<file path="src/include/prc_regs.svh">
// register map and field layout of the previous-result capture block
// assumes an 8-bit special-function register space on a plain port
`ifndef PRC_REGS_SVH
`define PRC_REGS_SVH

`define PRC_ADDR_PREV0 8'hc4
`define PRC_ADDR_PREV1 8'hc5
`define PRC_ADDR_PREV2 8'hc6
`define PRC_ADDR_PREV3 8'hc7
`define PRC_ADDR_CONFIG 8'hc8
`define PRC_ADDR_OPA_LO 8'hc9
`define PRC_ADDR_OPA_HI 8'hca

`define PRC_LANE_W 8
`define PRC_LANES 4

`define PRC_CFG_MODE_BIT 0
`define PRC_CFG_REQ_BIT 1
`define PRC_CFG_MUL_LSB 2
`define PRC_CFG_MUL_MSB 3
`define PRC_CFG_ADD_LSB 4
`define PRC_CFG_ADD_MSB 5

`define PRC_MODE_AUTO 1'h0
`define PRC_MODE_MANUAL 1'h1

`define PRC_MUL_A_B 2'h0
`define PRC_MUL_A_A 2'h1
`define PRC_MUL_A_PREV 2'h2
`define PRC_MUL_A_A_ALT 2'h3

`define PRC_ADD_NONE 2'h0
`define PRC_ADD_C 2'h1
`define PRC_ADD_PREV 2'h2
`define PRC_ADD_AB 2'h3

`define PRC_PREV_RESET 32'h0000_0000
`define PRC_BYTE_ZERO 8'h00
`define PRC_WORD_ZERO 32'h0000_0000
`define PRC_HALF_ZERO 16'h0000

`endif

</file>
<file path="src/include/prc_pkg.sv">
// types shared by the previous-result capture block
// assumes prc_regs.svh is compiled alongside
package prc_pkg;

    typedef struct packed {
        logic [31:0] prev;
        logic [15:0] opa;
        logic mode;
        logic [1:0] mul_src;
        logic [1:0] add_src;
        logic [7:0] rdata;
        logic [15:0] mult_b;
        logic [31:0] addend;
    } prc_state_t;

endpackage : prc_pkg

</file>
<file path="src/prc_capture.sv">
// previous-result capture register with its feedback operand paths
// all state but the reset synchroniser sits in one registered struct, outputs straight from it
// assumes the arithmetic result and the b/c operands come from logic on
// mclk; software drives the plain register port on the same clock
// the multiplier and adder themselves live outside this block

`include "prc_regs.svh"

module prc_capture (
    // clock and reset
    input wire logic mclk,
    input wire logic resetn,
    // register port
    input wire logic [7:0] reg_addr,
    input wire logic [7:0] reg_wdata,
    input wire logic reg_wr,
    input wire logic reg_rd,
    output logic [7:0] reg_rdata,
    // arithmetic unit side
    input wire logic [31:0] arith_result,
    input wire logic [15:0] operand_b,
    input wire logic [31:0] operand_c,
    // feedback and configuration outputs
    output logic [31:0] previous_result,
    output logic [15:0] operand_a,
    output logic [15:0] mult_operand,
    output logic [31:0] addend_operand,
    output logic capture_mode_select,
    output logic [1:0] multiply_source_select,
    output logic [1:0] addend_source_select
);

    // reset synchroniser stages
    logic rst_sync1_n_q;
    logic rst_n_q;

    // state register and its next value
    prc_pkg::prc_state_t s_q;
    prc_pkg::prc_state_t s_d;

    // per-byte lanes of the captured value, one per result byte address;
    // they keep the readback mux free of index arithmetic
    // (lanes are plain wires, no extra flops)
    logic [`PRC_LANE_W-1:0] prev_lane [`PRC_LANES];

    for (genvar k = 0; k < `PRC_LANES; k++) begin : g_lane
        assign prev_lane[k] = s_q.prev[`PRC_LANE_W*k +: `PRC_LANE_W];
    end

    // reset release through two flops; assertion stays asynchronous
    // without them a release could reach the state flops anywhere in
    // the clock period and split one register between two states
    always_ff @(posedge mclk or negedge resetn) begin
        if (!resetn) begin
            rst_sync1_n_q <= 1'b0;
            rst_n_q <= 1'b0;
        end else begin
            rst_sync1_n_q <= 1'b1;
            rst_n_q <= rst_sync1_n_q;
        end
    end

    // write decode and load qualifiers
    logic wr_cfg;
    logic wr_opa_lo;
    logic wr_opa_hi;
    logic new_mode;
    logic auto_load;
    logic manual_load;
    logic load;
    // next value of operand a
    logic [15:0] opa_next;

    // strobes are one cycle wide, so decode needs no edge detection
    // no write decode exists for the read-only bytes
    always_comb begin
        wr_cfg = reg_wr && (reg_addr == `PRC_ADDR_CONFIG);
        wr_opa_lo = reg_wr && (reg_addr == `PRC_ADDR_OPA_LO);
        wr_opa_hi = reg_wr && (reg_addr == `PRC_ADDR_OPA_HI);
        // a config write takes effect with its own new mode
        // so one write can switch to manual and request together
        new_mode = wr_cfg ? reg_wdata[`PRC_CFG_MODE_BIT] : s_q.mode;
        // auto load path
        // operand writes see the stored mode, never one written now
        auto_load = wr_opa_lo && (s_q.mode == `PRC_MODE_AUTO);
        manual_load = wr_cfg && reg_wdata[`PRC_CFG_REQ_BIT]
            && (new_mode == `PRC_MODE_MANUAL);
        // a request with the auto mode bit in the same write is dropped
        // one strobe, one address: the two sources never coincide
        load = auto_load || manual_load;
    end

    // operand a bytes; only the low byte can trigger a capture
    always_comb begin
        opa_next = s_q.opa;
        if (wr_opa_lo) begin
            opa_next[7:0] = reg_wdata;
        end
        if (wr_opa_hi) begin
            opa_next[15:8] = reg_wdata;
        end
    end

    always_comb begin
        s_d = s_q;
        s_d.opa = opa_next;

        // configuration fields take the written value at once
        if (wr_cfg) begin
            s_d.mode = reg_wdata[`PRC_CFG_MODE_BIT];
            s_d.mul_src = reg_wdata[`PRC_CFG_MUL_MSB:`PRC_CFG_MUL_LSB];
            s_d.add_src = reg_wdata[`PRC_CFG_ADD_MSB:`PRC_CFG_ADD_LSB];
        end

        // request bit is never stored: it acts only in its write cycle,
        // and bits 7:6 of a config write are dropped
        // whole result copied
        if (load) begin
            s_d.prev = arith_result;
        end

        // read data stands only in the cycle after the strobe
        // no snapshot: each byte reads the live value, so bytes read
        // across a capture may come from two different results
        s_d.rdata = `PRC_BYTE_ZERO;
        if (reg_rd) begin
            unique case (reg_addr)
                `PRC_ADDR_PREV0: s_d.rdata = prev_lane[0];
                `PRC_ADDR_PREV1: s_d.rdata = prev_lane[1];
                `PRC_ADDR_PREV2: s_d.rdata = prev_lane[2];
                `PRC_ADDR_PREV3: s_d.rdata = prev_lane[3];
                `PRC_ADDR_CONFIG: begin
                    // request bit always reads back as zero
                    // and bits 7:6 are reserved, also zero
                    s_d.rdata[`PRC_CFG_MODE_BIT] = s_q.mode;
                    s_d.rdata[`PRC_CFG_MUL_MSB:`PRC_CFG_MUL_LSB] =
                        s_q.mul_src;
                    s_d.rdata[`PRC_CFG_ADD_MSB:`PRC_CFG_ADD_LSB] =
                        s_q.add_src;
                end
                // operand a reads back as written
                `PRC_ADDR_OPA_LO: s_d.rdata = s_q.opa[7:0];
                `PRC_ADDR_OPA_HI: s_d.rdata = s_q.opa[15:8];
                default: s_d.rdata = `PRC_BYTE_ZERO;
            endcase
        end

        // operand muxes use the registered state, one cycle behind
        // so a capture or config write reaches these outputs two edges
        // after its strobe; software leaves that gap before relying
        // on a fed-back operand
        // multiplier feedback select
        unique case (s_q.mul_src)
            // plain product with the external operand
            `PRC_MUL_A_B: s_d.mult_b = operand_b;
            // square of operand a
            `PRC_MUL_A_A: s_d.mult_b = s_q.opa;
            // feedback: only the low half of the stored result fits
            `PRC_MUL_A_PREV: s_d.mult_b = s_q.prev[15:0];
            // second code for the square, kept for compatibility
            `PRC_MUL_A_A_ALT: s_d.mult_b = s_q.opa;
        endcase

        unique case (s_q.add_src)
            // no accumulation: adding zero keeps the product as is
            `PRC_ADD_NONE: s_d.addend = `PRC_WORD_ZERO;
            // external operand c
            `PRC_ADD_C: s_d.addend = operand_c;
            // feedback: the full stored result
            `PRC_ADD_PREV: s_d.addend = s_q.prev;
            // operands a and b joined into one 32-bit word
            `PRC_ADD_AB: s_d.addend = {s_q.opa, operand_b};
        endcase
    end

    // cleared at reset
    // feedback paths restart from zero, so the first operation after
    // reset sees a cleared previous value
    always_ff @(posedge mclk or negedge rst_n_q) begin
        if (!rst_n_q) begin
            s_q.prev <= `PRC_PREV_RESET;
            s_q.opa <= `PRC_HALF_ZERO;
            s_q.mode <= `PRC_MODE_AUTO;
            s_q.mul_src <= `PRC_MUL_A_B;
            s_q.add_src <= `PRC_ADD_NONE;
            s_q.rdata <= `PRC_BYTE_ZERO;
            s_q.mult_b <= `PRC_HALF_ZERO;
            s_q.addend <= `PRC_WORD_ZERO;
        end else begin
            s_q <= s_d;
        end
    end

    // every output is a field of the state register, nothing after it
    assign reg_rdata = s_q.rdata;
    assign previous_result = s_q.prev;
    assign operand_a = s_q.opa;
    assign mult_operand = s_q.mult_b;
    assign addend_operand = s_q.addend;
    assign capture_mode_select = s_q.mode;
    assign multiply_source_select = s_q.mul_src;
    assign addend_source_select = s_q.add_src;

endmodule : prc_capture

</file>
<file path="config.mk">
export PLATFORM = sky130hd
export DESIGN_NAME = prc_capture
export DESIGN_NICKNAME = d
export VERILOG_FILES = /design/src/include/prc_pkg.sv /design/src/prc_capture.sv
export VERILOG_INCLUDE_DIRS = /design/src /design/src/include
export SDC_FILE = /design/constraint.sdc
export NUM_CORES = 1
export LEC_CHECK = 0
export BUFFER_PORTS_ARGS = -buffer_cell sky130_fd_sc_hd__buf_2
export CORE_ASPECT_RATIO = 1.2
export CORE_MARGIN = 2
export CORE_UTILIZATION = 50
export CTS_CLUSTER_SIZE = 8
export DETAILED_ROUTE_END_ITERATION = 8
export PLACE_DENSITY = 0.82
export SETUP_SLACK_MARGIN = 0.05
export SLEW_MARGIN = 20
export SYNTH_ARGS = -nofsm -noshare
export SYNTH_HDL_FRONTEND = slang
export SYNTH_SLANG_ARGS = --single-unit
</file>
<file path="constraint.sdc">
create_clock -name mclk -period 5 [get_ports mclk]
set_input_delay 1 -clock mclk [delete_from_list [all_inputs] [get_ports mclk]]
set_output_delay 1 -clock mclk [all_outputs]
set_load 0.005 [all_outputs]
</file>
==> results.md, run 1 <==
- Status: finished, final reports clean
- Max IR drop VDD: 0.182 mV
- Syn_nets: 485
- Warnings, synthesis: 0
- PD cells: 302 nW/um2
- Rows: 40
- Least-Margin Pin Slew: slightly above 0.9 ns
- Commonest non-fill, non-tap cell in the layout: buf_2
- Final Cycle Share: 0.622
- First-pass GRT wire length: between 20000 and 25000 um
- Gpl congestion: 0.893
- Total CTS buffers: 9
- Setup Skew: 0.00636 ns
- Final design utilization: 0.656
- Biggest cell delay along the critical path: 0.69 ns
- CP Cell Sequence: buf_2 > and4bb_1 > and2_1 > nand4b_4 > mux2_4
- CTS tree: yes
- DR vias/cell: 5.64
- Post-Syn Area: 5200 um2
- Slew headroom: 0.380
- Residual DRC: 0
- Cell Area, Placed: 6270 um2
- Clock Latency Late Sink: 0.35 ns
- Final setup TNS: 0 ns
- Via count: 3979
- Final Max Slew Viols: 0
- Pre-antenna DRT Iters: 4
- #FFs+latches synth: 111
- Fmax: 0.321 GHz
- Core area: 10100 um2
- Post-Syn Area per Cell: 13.5 um2
- Clk buf depth: 2
- Ports: 209
- Worst Hold Class: reg2reg
- Worst-path clk slew: approximately 0.070 ns
- Hold Crit Start: rst_sync1_n_q
- Worst reg2reg setup slack: between 2 and 3 ns
- Critical Path RT: approximately 5.2 ns
- Critical path's slowest cell: nand4b_4
- Post-DP HPWL: 10600 um
- Post-Syn Instances: ~390
- CTS resizes: 0
- Initial Utilization: 0.517
- Reg2Reg Launch Point: addend_source_select[1]
- Nets: 675
- Antenna cell count: 0
- Most frequent cells in the layout: buf_2, dfrtp_1, mux2_2, a22o_1, mux2_4
- CP startpoint: reg_addr[4]
- Worst Setup EP: previous_result[8]
- Filler instances: ~780
- Largest net degree at the start of global routing: 68
- Overall Global Routing Usage: 0.266
- Tmin final: 3.11 ns
- Port Buf Inserts: about 210
- CP Max Fanout: 32
- RSZ-0062 raised after global routing: no
- Die Y: 116 um
- Worst Setup End Kind: flop
- Fin area: 6600 um2
- Final hold violation count: 0
- Layout cells sized above 1: 0.557
- Final ANT Viol Nets: 0
- Die W: between 90 and 100 um
- Startpoint types: input pin
- Post-Route WL: 15000 um
- Setup Buffers After CTS: 0
- Clock sink total: ~110
- Arr. time, crit path: 3.34 ns
- Largest area contributor in the netlist: dfrtp_1
- CTS Hold Bufs: 0
- CTS root buf: clkbuf_16
- CTS H-tree depth: 3
- Area Growth Syn to Fin: 27.0%
- # setup viols final: 0
- Sequential element share of the synthesized area: 0.535
- CP Class: in2reg
- Remaining global-route overflow: 0
- Synth top area share: 0.535
- Area contributors post-synth: dfrtp_1, mux2_2, mux2_4
- R2r worst-path depth: 2
- DR WL/cell: between 20 and 25 um
- Dpl cells: 690
- Number of global-route vias before repair: 4131
- Worst Hold Slack: 0.361 ns
- Max Cap Viol: 0
- DR iter-0 viols: 194
- Die ar.: ~11000 um2
- Initial antenna violation count: 0
- Non-filler cells, final: 706
- RR Endpoint: addend_operand[7]
- Distinct cell type count after synthesis: 33
- Leakage: about 3.5 nW
[sequential cells by signal, indices dropped and copies added, names as in the netlist]
| register | cells |
|---|---|
| addend_operand | 32 |
| previous_result | 32 |
| mult_operand | 16 |
| operand_a | 16 |
| reg_rdata | 8 |
| addend_source_select | 2 |
| multiply_source_select | 2 |
| capture_mode_select | 1 |
| rst_n_q | 1 |
| rst_sync1_n_q | 1 |
[synthesized netlist by cell type (all sizes together)]
cell / number
mux4: 3
o32ai: 2
nand4: 5
nor2b: 6
nor2: 1
nand4b: 6
and2: 3
o22ai: 3
a32oi: 1
and4bb: 1
a22o: 32
dfrtp: 111
nand3: 7
a2bb2oi: 1
mux2i: 22
nand2: 21
clkbuf: 21
a22oi: 7
a21oi: 4
o21a: 6
o2bb2ai: 1
conb: 1
a21boi: 2
mux2: 88
buf: 12
o21ai: 18
[layer usage]
layer  share of wire  global-route usage
met1            0.41               0.348
met2            0.50               0.441
met3           0.062              0.0434
met4           0.027               0.125
met5               0                   0
[how the worst min path moves through the flow]
stage,cells past startpoint,end,slack [ns]
after global placement,0,rst_n_q,0.34
after floorplan,0,rst_n_q,0.33
after detailed placement,0,rst_n_q,0.35
final,0,rst_n_q,0.36
after CTS,0,rst_n_q,0.36
after global routing,0,rst_n_q,0.36
[critical path: cells and delay by family]
| family | cells | cell delay [ns] |
|---|---|---|
| and+or+nand+nor | 3 | 1.65 |
| muxes | 1 | 0.56 |
| buffers and inverters | 1 | 0.09 |
[where the power goes]
| part | total, mW | switching, mW | internal, mW |
|---|---|---|---|
| combinational | 0.216 | 0.0935 | 0.123 |
| clock | 0.782 | 0.316 | 0.466 |
| sequential | 0.995 | 0.0591 | 0.936 |
| total | 1.99 | 0.468 | 1.52 |
[per-stage QoR]
stage / total power [mW] / setup slack [ns]
after floorplan: 1.11 / 1.68
after global placement: 1.22 / 1.61
after detailed placement: 1.23 / 1.53
after CTS: 2.01 / 1.89
after global routing: 2.07 / 1.74
final: 1.99 / 1.89
[final cells by class]
cell class	count	area [um2]	share of cell area
Clock buffer	13	260	0.0394
Clock inverter	3	65.1	0.00986
Multi-Input combinational cell	241	2260	0.343
Sequential cell	111	2780	0.422
Tap cell	126	158	0.0239
Timing Repair Buffer	212	1070	0.162
[kinds of logic after synthesis]
| family | after synthesis | share of synthesized area |
|---|---|---|
| muxes | 113 | 0.268 |
| DFF | 111 | 0.535 |
| AOI/OAI and AO/OA | 77 | 0.109 |
| and+or+nand+nor | 50 | 0.0568 |
| buffers and inverters | 33 | 0.0313 |
| other | 1 | 0.000722 |
Note: power is estimated with default switching activity, not from simulation.
==> run 2, diff against run 1 <==
- CORE_UTILIZATION: 50 -> 44
- PLACE_DENSITY: 0.82 -> 0.77
- clock period: 5 -> 2.7 ns (I/O delays scaled with it)
==> run 2 against run 1 <==
Sequential cell count unchanged; hold slack got worse by 0.095 ns; first-iteration DRC count increased by 52%.
==> results.md, run 2 (same netlist as run 1, synthesis figures left out) <==
- Overall Global Routing Usage: 0.243
- Slew headroom: 0.402
- Arr. time, crit path: 1.61 ns
- Worst Hold Class: reg2async
- Die W: 103 um
- CTS root buf: clkbuf_16
- Fmax: roughly 0.47 GHz
- CP Class: reg2out
- Core area: 11600 um2
- Ports: 209
- Die ar.: 12700 um2
- Commonest non-fill, non-tap cell in the layout: buf_2
- DR vias/cell: around 5.5
- Residual DRC: 0
- Fin area: 6720 um2
- First-pass GRT wire length: approximately 23000 um
- Clk buf depth: 2
- Remaining global-route overflow: 0
- Die Y: 123 um
- Met3 WL: 1020 um
- Status: finished, final reports clean
- Final ANT Viol Nets: 0
- Tmin final: 2.15 ns
- Register area: 2780 um2
- Worst reg2reg setup slack: 0.83 ns
- Final Max Slew Viols: 0
- Pre-CTS setup slack: 0.444 ns
- CTS H-tree depth: 3
- Least-Margin Pin Slew: between 0.8 and 0.9 ns
- DR iter-0 viols: 295
- Leakage: 3.54 nW
- Number of global-route vias before repair: 4152
- Final setup TNS: 0 ns
- Multi-input logic area: 2260 um2
- M1 WL: 6500 um
- Final design utilization: 0.581
- Power, Total: around 3.6 mW
- Final hold violation count: 0
- Filler instances: 974
- Clock Latency Late Sink: around 0.35 ns
- DR WL/cell: 20.8 um
- Gpl congestion: between 0.9 and 1
- Startpoint types: flop
- Cell Area, Placed: 6410 um2
- CP Max Fanout: 20
- Largest net degree at the start of global routing: 49
- Antenna cell count: 0
- Critical Path RT: 2.16 ns
- Initial Utilization: 0.449
- Via count: 4081
- Total CTS buffers: 9
- Setup Skew: 0.00919 ns
- Post-Route WL: 15500 um
- Final Cycle Share: 0.795
- Clock sink total: around 110
- Top sig layer: met4
- Post-DP HPWL: between 10000 and 15000 um
- Max Cap Viol: 0
- Layout cells sized above 1: 0.566
- Final Worst Setup Slack: 0.554 ns
- Nets: 685
- Initial antenna violation count: 0
- Worst Setup End Kind: output pin
- Area Growth Syn to Fin: 29.4%
- Length of routed met2 wiring: 7530 um
- RSZ-0062 raised after global routing: no
- Port Buf Inserts: 208
- Most frequent cells in the layout: buf_2, dfrtp_1, mux2_2, a22o_1, mux2_4
- # setup viols final: 0
- PD cells: 538 nW/um2
- CTS tree: yes
- Pre-antenna DRT Iters: 5
- Rows: 43
- Max IR drop VDD: 0.281 mV
- Worst-path clk slew: 0.07 ns
-- run 2: changes by cell type in the layout (fill, tap and decap cells not counted), sizes merged --
cell | before | now
buf | 212 | 221
clkbuf | 13 | 9
clkinvlp | 0 | 3
inv | 0 | 2
bufinv | 2 | 1
dlygate4sd3 | 0 | 1
-- run 2: worst paths after layout --
path                                               from                 endpoint  cells after the start
max in group asynchronous                       rst_n_q       addend_operand[24]                      1
worst max register to register  addend_source_select[1]       addend_operand[12]                      2
worst min-delay path                            rst_n_q       addend_operand[29]                      0
worst max-delay path            addend_source_select[1]  addend_source_select[1]                      2
min in group mclk                         rst_sync1_n_q                  rst_n_q                      0
worst min register to register                  rst_n_q       addend_operand[29]                      0
-- run 2: through the flow --
step	hold WS, ns	std cells
finish	0.266	747
detailed placement	0.275	730
global route	0.299	747
global placement	0.269	730
floorplan	0.244	385
CTS	0.277	747
-- run 2: critical path, stage by stage, from the launching register on --
cell	delay (ns)
dfrtp_2	0.68
buf_4	0.39
buf_2	0.17
-- run 2: what timing repair did --
action / CTS / global route
setup endpoints to repair: 0 / 0
setup buffers: 0 / 0
hold buffers: 1 / 0
gates resized for setup: 0 / 0
hold endpoints to repair: 2 / 0
-- run 2: final cells by class --
class	count	area share
multi-input combinational	241	0.337
timing repair buffer	222	0.175
clock inverter	7	0.0121
clock buffer	9	0.0335
tap	157	0.0292
sequential	111	0.414
-- run 2: power by group --
part | total (mW) | internal (mW) | leakage, nW | switching [mW]
Sequential | 1.83 | 1.73 | 1.49 | 0.0976
Combinational | 0.427 | 0.236 | 1.91 | 0.191
Clock | 1.36 | 0.731 | 0.140 | 0.631
Total | 3.62 | 2.70 | 3.54 | 0.919
-- run 2: per-layer routing --
layer,vias up,GRT usage
met3,31,0.0497
li1,1818,-
met4,0,0.104
met1,2044,0.324
met2,188,0.385
met5,-,0
